File: src/logic/wdog_pkg.sv
`default_nettype none
package wdog_pkg;

	// Register byte offsets
	localparam logic [11:0] CONFIG_OFFSET = 12'h034;
	localparam logic [11:0] CODE_OFFSET   = 12'h038;
	localparam logic [11:0] STATUS_OFFSET = 12'h03c;
	localparam logic [11:0] CLEAR_OFFSET  = 12'h040;
	localparam logic [11:0] ENABLE_OFFSET = 12'h044;
	localparam logic [11:0] STATE_OFFSET  = 12'h048;

	// Configuration register fields
	localparam int ACTION_BIT     = 0;
	localparam int PERIOD_LSB     = 1;
	localparam int PERIOD_MSB     = 2;
	localparam int RUN_BIT        = 3;

	// Reset values of the configuration fields
	localparam logic       RUN_RESET    = 1'h1;
	localparam logic [1:0] PERIOD_RESET = 2'h0;
	localparam logic       ACTION_RESET = 1'h1;

	// Code register values
	localparam logic [7:0] CLEAR_CODE   = 8'h4e;
	localparam logic [7:0] DISABLE_CODE = 8'hb1;

	// Status, clear and enable bits
	localparam int STAT_W        = 2;
	localparam int STAT_INT_BIT  = 0;
	localparam int STAT_RST_BIT  = 1;

	// Readback state register fields
	localparam int ST_ACTIVE_BIT = 0;
	localparam int ST_ACTION_BIT = 1;
	localparam int ST_PERIOD_LSB = 2;
	localparam int ST_RUN_BIT    = 4;
	localparam int ST_BIN_LSB    = 5;
	localparam int ST_RESET_BIT  = 7;

	// Divider chain: quarter-period taps per source
	localparam int          DIV_W       = 23;
	localparam logic [4:0]  HF_TAP_BASE = 5'h17;
	localparam logic [4:0]  LF_TAP_BASE = 5'h0f;
	localparam logic [1:0]  BIN_LAST    = 2'h3;

	// AHB encodings
	localparam logic [2:0]  SIZE_WORD   = 3'h2;
	localparam logic        RESP_OKAY   = 1'h0;

	// Reset request length: 24 high-frequency periods
	localparam int CLK_PERIOD_NS  = 10;
	localparam int HF_PERIOD_PS   = 62500;
	localparam int RST_HF_PERIODS = 24;
	localparam int RST_TIME_NS    = RST_HF_PERIODS * HF_PERIOD_PS / 1000;
	localparam int RST_CYCLES_RAW = RST_TIME_NS / CLK_PERIOD_NS;
	localparam int RST_CYCLES     = (RST_CYCLES_RAW < 1) ? 1 : RST_CYCLES_RAW;
	localparam int RST_CNT_W      = 8;

	typedef enum logic [0:0] {
		PHASE_COUNT,
		PHASE_RESET
	} phase_type;

endpackage : wdog_pkg
`default_nettype wire

File: src/logic/tick_sync.sv
`timescale 1ns/1ps
`default_nettype none
module tick_sync (
	input  wire logic clk,
	input  wire logic rst_n,
	input  wire logic pin,
	output logic      tick
);

	typedef struct packed {
		logic meta;
		logic sync;
		logic prev;
		logic tick;
	} sync_state_type;

	sync_state_type s_reg;
	sync_state_type s_next;

	// Edge detect reads the second stage and its delayed copy in the third
	always_comb begin
		s_next      = s_reg;
		s_next.meta = pin;
		s_next.sync = s_reg.meta;
		s_next.prev = s_reg.sync;
		s_next.tick = s_reg.sync & ~s_reg.prev;
	end

	// State register
	always_ff @(posedge clk or negedge rst_n) begin
		if (!rst_n) begin
			s_reg <= '0;
		end else begin
			s_reg <= s_next;
		end
	end

	assign tick = s_reg.tick;

endmodule : tick_sync
`default_nettype wire

File: src/logic/wdog_timer_control.sv
// Behaviour
// - After reset: running, run bit 1, reset action, period selector 00.
// - Unclearned counter overflow raises reset request or watchdog interrupt by action bit.
// - Count pauses in stop, idle and sleep modes; resumes from held value.
// - Divider feeds two-stage binary counter; clear code clears only binary counter.
// - Divider not cleared, so first overflow may come at three quarters of period.
// - Selector picks 2^25..2^19 fast periods or 2^17..2^11 slow periods.
// - Interrupt action, once written, cannot return to reset action until reset.
// - Configuration register is write-only, reads undefined; no read-modify-write.
// - Disable code stops watchdog only while run bit holds 0.
// - While disabled the binary counter is held cleared.
// - Watchdog interrupt is non-maskable and taken even during other service.
// - Watchdog reset request resets hardware, lasting at most 24 fast periods.
//
// Added by the designer: the AHB-Lite register port.
`timescale 1ns/1ps
`default_nettype none
module wdog_timer_control (
	input  wire logic        CLK_SYS,
	input  wire logic        RST_N,
	input  wire logic        HSEL,
	input  wire logic [31:0] HADDR,
	input  wire logic [1:0]  HTRANS,
	input  wire logic        HWRITE,
	input  wire logic [2:0]  HSIZE,
	input  wire logic [31:0] HWDATA,
	input  wire logic        HREADY,
	input  wire logic        HF_CLK_PIN,
	input  wire logic        LF_CLK_PIN,
	input  wire logic        SLOW_MODE,
	input  wire logic        DIVIDER_TAP_SEL,
	input  wire logic        STOP_MODE,
	input  wire logic        IDLE_MODE,
	input  wire logic        SLEEP_MODE,
	output logic [31:0]      HRDATA,
	output logic             HREADYOUT,
	output logic             HRESP,
	output logic             WDOG_RESET_REQ,
	output logic             WDOG_IRQ,
	output logic             IRQ
);

	// Block state apart from the pin synchronisers; one register holds all of it
	typedef struct packed {
		wdog_pkg::phase_type                 phase;
		logic [wdog_pkg::DIV_W-1:0]          div;
		logic [1:0]                          bin;
		logic                                active;
		logic                                run_bit;
		logic [1:0]                          period_sel;
		logic                                action_sel;
		logic [wdog_pkg::RST_CNT_W-1:0]      rst_cnt;
		logic                                ap_valid;
		logic                                ap_write;
		logic [11:0]                         ap_addr;
		logic [wdog_pkg::STAT_W-1:0]         status;
		logic [wdog_pkg::STAT_W-1:0]         irq_en;
		logic [31:0]                         rdata;
		logic                                ready;
		logic                                rst_req;
		logic                                nmi;
		logic                                irq;
	} state_type;

	// Reset counter load: request length in system cycles minus one
	// Rounded down so the request never outlasts its bound
	localparam logic [wdog_pkg::RST_CNT_W-1:0] RST_LOAD = wdog_pkg::RST_CNT_W'(wdog_pkg::RST_CYCLES - 1);

	// Reset image of the whole state
	localparam state_type RESET_STATE = '{
		phase:      wdog_pkg::PHASE_COUNT,
		div:        '0,
		bin:        '0,
		active:     1'h1,
		run_bit:    wdog_pkg::RUN_RESET,
		period_sel: wdog_pkg::PERIOD_RESET,
		action_sel: wdog_pkg::ACTION_RESET,
		rst_cnt:    '0,
		ap_valid:   1'h0,
		ap_write:   1'h0,
		ap_addr:    '0,
		status:     '0,
		irq_en:     '0,
		rdata:      '0,
		ready:      1'h1,
		rst_req:    1'h0,
		nmi:        1'h0,
		irq:        1'h0
	};

	// Present and next state
	state_type s_reg;
	state_type s_next;

	// Synchronised source clock edges
	logic hf_tick;
	logic lf_tick;

	// Slow clock pins are synchronised and turned into edge pulses
	// Limitation: a pin must stay in each level for one clock or edges are lost
	tick_sync hf_sync (
		.clk   (CLK_SYS),
		.rst_n (RST_N),
		.pin   (HF_CLK_PIN),
		.tick  (hf_tick)
	);

	tick_sync lf_sync (
		.clk   (CLK_SYS),
		.rst_n (RST_N),
		.pin   (LF_CLK_PIN),
		.tick  (lf_tick)
	);

	// Quarter-period tap mask for the selected source and period
	// Each selector step shortens the quarter by two divider bits
	function automatic logic [wdog_pkg::DIV_W-1:0] tap_mask(input logic use_lf, input logic [1:0] sel);
		logic [4:0] base;
		logic [4:0] width;
		base  = use_lf ? wdog_pkg::LF_TAP_BASE : wdog_pkg::HF_TAP_BASE;
		width = base - {2'h0, sel, 1'h0};
		tap_mask = wdog_pkg::DIV_W'((33'h1 << width) - 33'h1);
	endfunction : tap_mask

	// Helpers of the next-state process
	logic                         use_lf;
	logic                         src_tick;
	logic                         pause;
	logic                         quarter;
	logic                         wr;
	logic                         clear_hit;
	logic                         overflow;
	logic [7:0]                   wbyte;
	logic [wdog_pkg::DIV_W-1:0]   mask;
	logic [wdog_pkg::STAT_W-1:0]  stat_set;

	// Next-state logic
	// One process computes every field of the next state
	always_comb begin
		// Defaults: state holds unless an event changes it
		s_next    = s_reg;
		s_next.nmi = 1'h0;
		clear_hit = 1'h0;
		overflow  = 1'h0;
		stat_set  = '0;
		// Config and code use only the low byte
		wbyte     = HWDATA[7:0];

		// Clock source choice
		// source and tap
		// Slow mode or the tap select picks the low-frequency source
		use_lf   = SLOW_MODE | DIVIDER_TAP_SEL;
		src_tick = use_lf ? lf_tick : hf_tick;
		mask     = tap_mask(use_lf, s_reg.period_sel);

		// pause in low-power modes
		// Holding both stages resumes from the held value
		pause    = STOP_MODE | IDLE_MODE | SLEEP_MODE;
		quarter  = ~pause & src_tick & ((s_reg.div & mask) == mask);

		// free-running divider
		// Never cleared by software, so the overflow phase drifts
		if (!pause && src_tick) begin
			s_next.div = s_reg.div + 1'h1;
		end

		// Address phase capture; zero wait states
		s_next.ap_valid = HSEL & HREADY & HTRANS[1];
		s_next.ap_write = HWRITE & (HSIZE == wdog_pkg::SIZE_WORD);
		s_next.ap_addr  = HADDR[11:0];

		// The slave never stalls, so ready stays high
		s_next.ready    = 1'h1;

		// Read data registered for the data phase
		// Zero outside the data phase, so a stale value never leaks
		// configuration reads as zero
		// Write-only registers hide their contents
		s_next.rdata = '0;
		if (HSEL && HREADY && HTRANS[1] && !HWRITE) begin
			unique case (HADDR[11:0])
				wdog_pkg::STATUS_OFFSET: s_next.rdata = 32'(s_reg.status);
				wdog_pkg::ENABLE_OFFSET: s_next.rdata = 32'(s_reg.irq_en);
				wdog_pkg::STATE_OFFSET: begin
					s_next.rdata[wdog_pkg::ST_ACTIVE_BIT]                    = s_reg.active;
					s_next.rdata[wdog_pkg::ST_ACTION_BIT]                    = s_reg.action_sel;
					s_next.rdata[wdog_pkg::ST_PERIOD_LSB+:2]                 = s_reg.period_sel;
					s_next.rdata[wdog_pkg::ST_RUN_BIT]                       = s_reg.run_bit;
					s_next.rdata[wdog_pkg::ST_BIN_LSB+:2]                    = s_reg.bin;
					s_next.rdata[wdog_pkg::ST_RESET_BIT]                     = (s_reg.phase == wdog_pkg::PHASE_RESET);
				end
				default: s_next.rdata = '0;
			endcase
		end

		// Data phase writes
		// Address captured last cycle, data on the bus now
		wr = s_reg.ap_valid & s_reg.ap_write;
		if (wr) begin
			unique case (s_reg.ap_addr)
				wdog_pkg::CONFIG_OFFSET: begin
					s_next.run_bit    = wbyte[wdog_pkg::RUN_BIT];
					s_next.period_sel = wbyte[wdog_pkg::PERIOD_MSB:wdog_pkg::PERIOD_LSB];
					s_next.action_sel = s_reg.action_sel & wbyte[wdog_pkg::ACTION_BIT];
					// A run bit of 1 re-enables at once
					if (wbyte[wdog_pkg::RUN_BIT]) begin
						s_next.active = 1'h1;
					end
				end
				wdog_pkg::CODE_OFFSET: begin
					if (wbyte == wdog_pkg::CLEAR_CODE) begin
						clear_hit = 1'h1;
					end else if (wbyte == wdog_pkg::DISABLE_CODE && !s_reg.run_bit) begin
						// disable needs run bit 0
						// Run bit set: the code is not a disable
						s_next.active = 1'h0;
					end
				end
				// Write one to clear; a same-cycle set still wins below
				wdog_pkg::CLEAR_OFFSET: s_next.status = s_reg.status & ~HWDATA[wdog_pkg::STAT_W-1:0];
				wdog_pkg::ENABLE_OFFSET: s_next.irq_en = HWDATA[wdog_pkg::STAT_W-1:0];
				default: s_next.status = s_reg.status;
			endcase
		end

		// Binary counter and overflow
		// The divider is never touched here, only the two-bit stage
		unique case (s_reg.phase)
			wdog_pkg::PHASE_COUNT: begin
				if (!s_reg.active || clear_hit) begin
					// held clear when disabled
					// A clear code wins over a quarter tick in the same cycle
					// clear hits binary stage only
					s_next.bin = '0;
				end else if (quarter) begin
					// divider phase kept across clears
					// Overflow only on a quarter tick with the counter at three
					s_next.bin = s_reg.bin + 1'h1;
					overflow   = (s_reg.bin == wdog_pkg::BIN_LAST);
				end
				if (overflow) begin
					if (s_reg.action_sel) begin
						s_next.phase   = wdog_pkg::PHASE_RESET;
						s_next.rst_cnt = RST_LOAD;
						stat_set[wdog_pkg::STAT_RST_BIT] = 1'h1;
					end else begin
						// non-maskable, no gating
						// Enable register gates only IRQ, never this pulse
						// one-cycle request
						s_next.nmi = 1'h1;
						stat_set[wdog_pkg::STAT_INT_BIT] = 1'h1;
					end
				end
			end
			wdog_pkg::PHASE_RESET: begin
				// bounded reset request
				// Counter held so the request cannot retrigger
				s_next.bin = '0;
				if (s_reg.rst_cnt == '0) begin
					s_next.phase = wdog_pkg::PHASE_COUNT;
				end else begin
					s_next.rst_cnt = s_reg.rst_cnt - 1'h1;
				end
			end
		endcase

		// Set beats a same-cycle clear
		// Request and interrupt level are registered from the next state
		s_next.status  = s_next.status | stat_set;
		s_next.rst_req = (s_next.phase == wdog_pkg::PHASE_RESET);
		s_next.irq     = |(s_next.status & s_next.irq_en);
	end

	// reset image
	// Reset branch loads constants only
	always_ff @(posedge CLK_SYS or negedge RST_N) begin
		if (!RST_N) begin
			s_reg <= RESET_STATE;
		end else begin
			s_reg <= s_next;
		end
	end

	// Outputs other than HRESP straight from the state register
	// No logic between a flop and a pin
	assign HRDATA         = s_reg.rdata;
	assign HREADYOUT      = s_reg.ready;
	// No error response exists, so every transfer is OKAY
	assign HRESP          = wdog_pkg::RESP_OKAY;
	assign WDOG_RESET_REQ = s_reg.rst_req;
	assign WDOG_IRQ       = s_reg.nmi;
	assign IRQ            = s_reg.irq;

endmodule : wdog_timer_control
`default_nettype wire

File: config.mk
export PLATFORM = sky130hd
export DESIGN_NAME = wdog_timer_control
export DESIGN_NICKNAME = d
export VERILOG_FILES = /design/src/logic/wdog_pkg.sv /design/src/logic/tick_sync.sv /design/src/logic/wdog_timer_control.sv
export SDC_FILE = /design/constraint.sdc
export NUM_CORES = 1
export LEC_CHECK = 0
export ABC_AREA = 1
export BUFFER_PORTS_ARGS = -buffer_cell sky130_fd_sc_hd__buf_2
export CAP_MARGIN = 5
export CORE_ASPECT_RATIO = 0.5
export CORE_MARGIN = 2
export CORE_UTILIZATION = 54
export CTS_CLUSTER_DIAMETER = 200
export DETAILED_ROUTE_END_ITERATION = 8
export MAX_ROUTING_LAYER = met4
export PLACE_DENSITY = 0.8
export SKIP_CTS_REPAIR_TIMING = 1
export SLEW_MARGIN = 20
export SYNTH_ARGS = -nofsm -noshare
export SYNTH_HDL_FRONTEND = slang
export SYNTH_SLANG_ARGS = --single-unit
File: constraint.sdc
create_clock -name CLK_SYS -period 3.1 [get_ports CLK_SYS]
set_input_delay 0.31 -clock CLK_SYS [delete_from_list [all_inputs] [get_ports CLK_SYS]]
set_output_delay 0.31 -clock CLK_SYS [all_outputs]
set_load 0.02 [all_outputs]
[Yosys cells after proc, flatten, opt, wreduce, memory -nomap -nowiden]
Index checks and enable logic that the tools add are counted.
Storage, ports and cells
  flip-flop bits (word level): 75
  logic and storage cells: 119
  bits of input ports: 81
  output and inout port bits: 37
Cells by class
  bitwise operators: 21
  reductions and logical operators: 16
  shifts and indexed selects: 1
  add/sub/neg operators: 5
  equality and inequality tests: 19
  muxes and demuxes: 33
Operators by type and width (count)
  == test 12 x 7 -> 1 bit, second input constant: 4
  == test 12 x 6 -> 1 bit, second input constant: 3
  2-to-1 mux 8 bit: 4
  one-hot mux 8 bit (3 select lines): 1
  adder 23 x 1 -> 23 bit, second input constant: 1
  bitwise AND 23 bit: 1
  == test 23 bit: 1
  << shifter 1 x 5 -> 23 bit, first input constant: 1
  subtractor 23 x 1 -> 23 bit, second input constant: 1
  2-to-1 mux 1 bit: 16
  one-hot mux 8 bit (2 select lines): 1
  2-to-1 mux 2 bit: 6
  != test 2 bit, second input constant: 6
  bitwise AND 1 bit: 9
  == test 8 x 7 -> 1 bit, second input constant: 1
  == test 8 bit, second input constant: 1
  logical NOT 8 bit: 1
  subtractor 8 x 1 -> 8 bit, second input constant: 1
  logical AND 1 bit: 5
  2-to-1 mux 5 bit: 1
  AND reduction 5 bit: 1
  subtractor 5 x 3 -> 5 bit: 1
  bitwise AND 2 bit: 2
  logical NOT 1 bit: 4
  16 further kinds: 22

[Depth between registers and ports, before layout]
Gate-level depths: netlist of run 1.
  depth in word-level cells: 16
  depth in mapped cells: 15
  depth with buffers taken out: 14

[Cells and area by module]
A second synthesis of run 1 with hierarchy kept.
Unflattened totals
  cells, all modules: 487
  area, all modules: 4038.9 um2
Modules (own cells, without submodules)
  wdog_timer_control: times used 1, cells an instance 475, sequential area each 1680.4 um2, area each 3818.7 um2
  tick_sync: times used 2, cells an instance 6, sequential area each 100.1 um2, area each 110.1 um2

[Worst setup path before layout of run 1]
OpenSTA, ideal clock, no wires.
  path kind: reg-to-reg
  from: reg s_reg[64] (netlist name)
  to: reg s_reg[54] (netlist name)
  path slack: 1076 ps
  arrival time: 1906 ps
  cell stages (with the launch flop): 14
  path buffers: 1
  library setup time: 118 ps
  required time: 2982 ps
  clock period less this slack: 2024 ps
  path through: dfrtp_1 -> nand2_1 -> nor2_1 -> inv_1 -> ha_1 -> clkbuf_1 -> a21oi_1 -> nand2_1 -> nor2_1 -> nand3_1 -> nor2_2 -> nand4_1 -> nand3_1 -> nand2_1
On the way
  cells in the longest elaborated chain, start to end: 11
RTL lines
  start, declared: RTL line wdog_timer_control.sv:92  | state_type s_reg;
  start signal, assigned: RTL line wdog_timer_control.sv:280  | s_reg <= s_next;
  subtractor 5 x 3 -> 5 bit (*): RTL line wdog_timer_control.sv:121  | width = base - {2'h0, sel, 1'h0};
  << shifter 1 x 5 -> 23 bit (*): RTL line wdog_timer_control.sv:122  | tap_mask = wdog_pkg::DIV_W'((33'h1 << width) - 33'h1);
  subtractor 23 x 1 -> 23 bit (*): RTL line wdog_timer_control.sv:122
  bitwise AND 23 bit: RTL line wdog_timer_control.sv:159  | quarter = ~pause & src_tick & ((s_reg.div & mask) == mask);
  == test 23 bit (*): RTL line wdog_timer_control.sv:159
  bitwise AND 1 bit (*): RTL line wdog_timer_control.sv:159
  2-to-1 mux 1 bit (*): RTL line wdog_timer_control.sv:235  | end else if (quarter) begin
  2-to-1 mux 1 bit (*): RTL line wdog_timer_control.sv:230  | if (!s_reg.active || clear_hit) begin
  2-to-1 mux 1 bit (*): RTL line wdog_timer_control.sv:228  | unique case (s_reg.phase)
  != test 2 bit (no source line) (*)
  AND reduction 3 bit (no source line) (*)
Every way passes the cells marked *; elsewhere a longest branch is shown, timed or not. The select of a mux whose other input is x is not followed.
A chain may end at the register's enable or synchronous reset.

[Final worst setup path of run 1]
  from: reg s_reg[64] (netlist name)
  to: reg s_reg[61] (netlist name)
The elaborated chain is that of the path after synthesis.

==> reports/summary.txt, run 1 <==
Top cells by area, synth: dfrtp_1 45%, nand2_1 9.9%, buf_4 6.4%, nor2_1 5.8%, inv_1 5.4%
Status: finished, violations left
#FFs+latches synth: 75
Hold WS: -0.00001721 ns
CTS buffer count: 9
CP max-delay cell: dfrtp_1
Post-synth top cells: 105 x nand2_1, 72 x dfrtp_1, 62 x nor2_1
Global-route wire length before repair: 13,320 µm
Final WS setup: 0.6443 ns
GRT Total Usage: 21.53%
Cell Rows: 22
DRT antenna net count: 0
Detail Placement HPWL: 5632 µm
VDD IR max: 386.3 µV
CTS max path bufs: 2
Post-synth ARST share: 100.0%
CORE AREA: 0.007239 mm²
CTS tree: yes
DRC violations left: 0
Crit Path Max Fanout: 9
Endpoints failing setup: 0
Pre-CTS setup slack: 0.6573 ns
Leakage dissipation: 0.002362 µW
Vias in the first global route: 2,891
Iteration-0 DRC count of the detailed router: 189
Reg2reg start: s_reg[64]$_DFFE_PN0P_
Clock tree root buffer cell: clkbuf_16
RSZ-0062 raised after global routing: false
Syn_area_per_cell: 8.242 µm²
# diodes: 0
Sequential share of the synthesized area: 47.04%
Reg2Reg Depth: 12
Top FF cell, synth: dfrtp_1
Worst reg2reg setup slack: 0.64 ns
Fin nets: 617
Max Cap Violations: 0
Setup TNS: 0 ns
Final Hold Viols: 1
Largest stage delay, worst path: 0.47 ns
Mapped cell area: 0.003998 mm²
Cells after Synth: 485
Gpl congestion: 0.9205
Setup Skew: 0.004710 ns
Min Tclk post-route: 2.456 ns
Detailed-route wire length: 7699 µm
Post-Layout Cell Count: 631
Pwr Density: 492.4 mW/mm²
Crit path cell chain: nand2_1 -> nor2_1 -> inv_1 -> ha_1 -> a21oi_1 -> nand2_1 -> nor2_1 -> nand3_1 -> nor2_2 -> nand4_1 -> nand3_1 -> nand2_1
# clock sinks: 75
Later-pin clock latency in the skew report: 0.34 ns
Area grow syn2layout: 11.86%
Initial cell density of the core: 55.22%
Overflow after GRT: 0
Largest net degree at the start of global routing: 76
Failing checks: negative hold slack
R2r endpoint: s_reg[61]$_DFFE_PN0P_
Crit end category: flop
Max reg flops: 56
Slew Viols, Final: 0
Die span in x: 125.7 µm
Hold Path Class: primary input to async pin
Die height: 64.84 µm
Drt first pass iters: 5
Critical path startpoint category: flop
Routed WL per cell: 12.20 µm
Number of synthesized flops with an enable pin: 0
Final period util: 79.22%
CTS H-tree depth: 3
Worst Path Required: 3.32 ns
Ports: 118
Die area: 0.008149 mm²
Cell repeated most along the worst path: nand2_1
Top cell type's share of synthesized area: 45.07%
CP Class: flop to flop
Yosys warnings: 0
Initial antenna violation count: 0
Max Clock Freq: 0.4072 GHz
Cell taking the most area after synthesis: dfrtp_1
Vias/cell: 5.008
Placed Cells incl. Taps: 615
Most instantiated library cell after synthesis: nand2_1
Crit path DAT: 2.68 ns
# port buffers: 46
CTS clk-pin slew, worst paths: 0.06 ns
Via count: 3,160
Layout cell share with drive strength beyond 1: 16.26%
Yosys cell types: 36
==> metrics by stage <==
step	utilization (%)	hold WS (ns)	area, µm²	total power (µW)
after CTS	61.77	0.008537	4472	2228
final	61.77	-0.00001721	4472	2202
after global placement	57.90	0.3357	4192	1253
after detailed placement	57.90	0.3347	4192	1258
after floorplan	-	0.01441	4088	1207
after global routing	61.77	0.03679	4472	2306
==> cells in the final DEF, fill, tap and decap left out, types with 15 or more instances in the layout <==
| cell | Yosys | final |
|---|---|---|
| nand2_1 | 105 | 105 |
| nor3_1 | 15 | 15 |
| dfrtp_1 | 72 | 72 |
| xor2_1 | 21 | 21 |
| nand3_1 | 30 | 30 |
| nand4_1 | 15 | 15 |
| inv_1 | 58 | 58 |
| conb_1 | 2 | 26 |
| buf_2 | 0 | 46 |
| nor2_1 | 62 | 62 |
==> where the power goes <==
part	switching (µW)	total (µW)	internal, µW
clock network	393	958	565
logic	128	189	60.7
registers	34.4	1050	1020
total	555	2200	1650
==> how the worst max path moves through the flow <==
stage	start	end	depth (start not counted)
floorplan	s_reg[64]$_DFFE_PN0P_	s_reg[54]$_DFFE_PN0P_	13
global placement	DIVIDER_TAP_SEL	s_reg[55]$_DFFE_PN0P_	14
detailed placement	DIVIDER_TAP_SEL	s_reg[61]$_DFFE_PN0P_	14
CTS	s_reg[64]$_DFFE_PN0P_	s_reg[61]$_DFFE_PN0P_	12
global route	s_reg[64]$_DFFE_PN0P_	s_reg[61]$_DFFE_PN0P_	12
finish	s_reg[64]$_DFFE_PN0P_	s_reg[61]$_DFFE_PN0P_	12
==> critical path: cells and delay by family (launching register included) <==
kind / cells / cell delay [ns]
buf+inv: 1 / 0.06
fa+ha+maj: 1 / 0.30
flops: 1 / 0.47
simple gates: 9 / 1.32
compound gates: 1 / 0.18
==> cell type report <==
type	instances	area (µm²)
sequential	75	1881
clock buffer	11	242.7
fill	622	2768
tap	96	120.1
multi-input combinational	338	1719
timing repair buffer	47	250.2
clock inverter	5	37.54
inverter	59	221.5
==> per-layer routing <==
metal / wire [µm] / up-vias / global-route usage [%]
li1: - / 1572 / -
met1: 3576 / 1460 / 27.85
met2: 3491 / 117 / 32.36
met3: 493 / 11 / 6.524
met4: 138 / 0 / 8.056
met5: 0 / - / -
==> cell families after synthesis <==
group,share of synthesized area [%]
other,0.1879
and+or+nand+nor,28.83
adders and majority gates,1.878
xor gates and xnor gates,5.696
muxes,0.2817
buffers and inverters,12.21
AOI/OAI and AO/OA,3.881
DFF,47.04
Power figures use the tool's default switching activity.
==> run 2, diff against run 1 <==
--- a/config.mk
+++ b/config.mk
@@ -5,16 +5,16 @@
 export SDC_FILE = /design/constraint.sdc
 export NUM_CORES = 1
 export LEC_CHECK = 0
-export ABC_AREA = 1
+export ABC_AREA = 0
 export BUFFER_PORTS_ARGS = -buffer_cell sky130_fd_sc_hd__buf_2
 export CAP_MARGIN = 5
 export CORE_ASPECT_RATIO = 0.5
 export CORE_MARGIN = 2
-export CORE_UTILIZATION = 54
+export CORE_UTILIZATION = 46
 export CTS_CLUSTER_DIAMETER = 200
 export DETAILED_ROUTE_END_ITERATION = 8
 export MAX_ROUTING_LAYER = met4
-export PLACE_DENSITY = 0.8
+export PLACE_DENSITY = 0.73
 export SKIP_CTS_REPAIR_TIMING = 1
 export SLEW_MARGIN = 20
 export SYNTH_ARGS = -nofsm -noshare
==> constraint.sdc (replaced) <==
create_clock -name CLK_SYS -period 2.2 [get_ports CLK_SYS]
set_input_delay 0.22 -clock CLK_SYS [delete_from_list [all_inputs] [get_ports CLK_SYS]]
set_output_delay 0.22 -clock CLK_SYS [all_outputs]
set_load 0.02 [all_outputs]
==> reports/summary.txt, run 2 <==
P_sw: 716.0 µW
Largest net degree at the start of global routing: 38
Status: finished, violations left
Crit Path Max Fanout: 3
Max Cap Violations: 0
Sequential share of the synthesized area: 52.02%
Initial cell density of the core: 48.46%
Min Tclk post-route: 2.328 ns
Most common cell after layout, fill and taps aside: dfrtp_1
Compound-Gate Fraction of Synth Area: 9.380%
Crit path DAT: 2.57 ns
Post-synth ARST share: 100.0%
Layout cell share with drive strength beyond 1: 28.34%
CP Class: flop to flop
Post-synthesis xor/xnor area fraction: 6.300%
Reg2reg start: s_reg[51]$_DFF_PN0_
Worst reg2reg setup slack: -0.13 ns
Ports: 118
Final period util: 105.8%
Drt first pass iters: 4
Max Clock Freq: 0.4296 GHz
Routed WL per cell: 13.90 µm
CTS H-tree depth: 3
Pwr Density: 667.3 mW/mm²
Endpoints failing setup: 8
Die span in x: 129.4 µm
Sw frac: 23.87%
Main combinational cell family by area after synthesis: simple AND/OR/NAND/NOR gates
Fillers: 613
DRT antenna net count: 0
Iteration-0 DRC count of the detailed router: 191
Hold Crit Endpoint: s_reg[50]$_DFF_PN0_
Final WS setup: -0.1280 ns
CTS max path bufs: 2
CTS clk-pin slew, worst paths: 0.06 ns
Clock tree root buffer cell: clkbuf_16
Cell Rows: 22
Gpl congestion: 0.9093
Number of synthesized flops with an enable pin: 0
# port buffers: 46
Cells after Synth: 340
Area grow syn2layout: 24.33%
Detail Placement HPWL: 5183 µm
P_int: 2283 µW
CTS buffer count: 9
Initial antenna violation count: 0
VDD IR max: 428.8 µV
Overflow after GRT: 0
Sequential power share: 48.9%
#FFs+latches synth: 75
Yosys cell types: 57
Post-synth top cells: 72 x dfrtp_1, 34 x buf_4, 19 x nand2_1, 19 x nand3_1, 19 x xnor2_1
DRC violations left: 0
Setup TNS: -0.4812 ns
Later-pin clock latency in the skew report: 0.33 ns
Max reg flops: 56
Vias/cell: 5.026
Yosys warnings: 0
Setup Skew: 0.005157 ns
Reg2Reg Depth: 6
Failing checks: negative setup slack
Gate power share: 7.8%
Post-synthesis simple-gate area fraction: 19.56%
R2r endpoint: IRQ$_DFF_PN0_
CORE AREA: 0.007460 mm²
Final Hold Viols: 0
Mux cell area share after synthesis: 1.904%
Worst Path Required: 2.45 ns
Critical path startpoint category: flop
Top FF cell, synth: dfrtp_1
CTS tree: yes
Syn_area_per_cell: 10.63 µm²
Hold Path Class: primary input to flop
Crit end category: flop
Most frequent cells in the layout: 72 x dfrtp_1, 46 x buf_2, 26 x conb_1, 26 x buf_4
# diodes: 0
# clock sinks: 75
Cell taking the most area after synthesis: dfrtp_1
Adder-Cell Fraction of Synth Area: 2.077%
Via count: 2,689
Top cells by area, synth: dfrtp_1 50%, buf_4 7.1%, xnor2_1 4.6%, nand3_1 2.6%, dfstp_2 2.2%
Most instantiated library cell after synthesis: dfrtp_1
Fin nets: 510
RSZ-0062 raised after global routing: true
CP Launch Point: s_reg[51]$_DFF_PN0_
Hold Crit Start: HADDR[10]
Top cell type's share of synthesized area: 49.84%
Clock power share: 43.3%
Worst hold path depth: 1
GRT Total Usage: 19.24%
Die height: 66.68 µm
Mapped cell area: 0.003615 mm²
Vias in the first global route: 2,590
Global-route wire length before repair: 12,140 µm
Hold WS: 0.006302 ns
Slew Viols, Final: 0
Die area: 0.008626 mm²
Detailed-route wire length: 7434 µm
Leakage dissipation: 0.002027 µW
[run 2: cell types whose count changed after synthesis, moves of 8 or more]
| cell | previous run | this run |
|---|---|---|
| inv_1 | 58 | 12 |
| nand2_1 | 105 | 19 |
| nand3_1 | 30 | 19 |
| nand4_1 | 15 | 4 |
| nor2_1 | 62 | 18 |
| nor2b_1 | 0 | 8 |
| xnor2_1 | 5 | 19 |
| xor2_1 | 21 | 7 |
[run 2: per-layer routing]
layer	share of wire [%]	global-route usage, %	vias up
li1	-	-	1295
met1	43	22.40	1296
met2	50	32.17	84
met3	5.6	5.542	14
met4	1.6	7.337	0
met5	0	-	-
[run 2: worst max-delay path by stage]
stage / end / cells past startpoint
floorplan: IRQ$_DFF_PN0_ / 6
CTS: IRQ$_DFF_PN0_ / 6
detailed placement: WDOG_RESET_REQ$_DFF_PN0_ / 10
global placement: IRQ$_DFF_PN0_ / 6
finish: IRQ$_DFF_PN0_ / 6
global route: s_reg[61]$_DFFE_PN0P_ / 8
[run 2: worst max-delay path, stage by stage (launching register included)]
cell and delay (ns):
dfrtp_1 0.38, or4_4 0.54, or4_4 0.43, or2_4 0.27
mux2i_4 0.19, mux2_4 0.27, o31ai_2 0.16
[run 2: final cells by class]
cell class	count	area, µm²	area share, %
clock buffers	11	232.7	5.178
clock inverters	4	28.78	0.6403
inverters	12	45.04	1.002
multi-input cells	241	1613	35.89
flip-flops and latches	75	1881	41.84
well taps	108	135.1	3.007
repair buffers	84	559.3	12.44
[run 2: per-stage QoR]
stage,total power [µW],instances,setup slack (ns),cell area (µm²),util [%]
6_report,2999,535,-0.1280,4494,60.25
5_1_grt,3133,535,-0.1659,4494,60.25
4_1_cts,3020,521,-0.1506,4260,57.11
3_5_place_dp,1707,506,-0.1794,3999,53.61
3_3_place_gp,1700,506,-0.1120,3999,53.61
2_1_floorplan,1620,364,-0.04165,3705,-
[run 2: cells by family (layout without fill, tap and decap cells)]
logic type / count (synthesis) / count (layout)
and+or+nand+nor: 126 / 126
buffers and inverters: 48 / 111
AOI/OAI and AO/OA: 51 / 51
DFF: 75 / 75
xor gates and xnor gates: 26 / 26
other: 2 / 26
adders and majority gates: 6 / 6
muxes: 6 / 6
[run 2: power by group through the flow]
stage / registers (µW) / clock network (µW) / logic (µW)
global placement: 1490 / 0 / 214
detailed placement: 1490 / 0 / 221
finish: 1470 / 1300 / 235
global route: 1470 / 1400 / 263
floorplan: 1480 / 0 / 136
CTS: 1470 / 1330 / 221
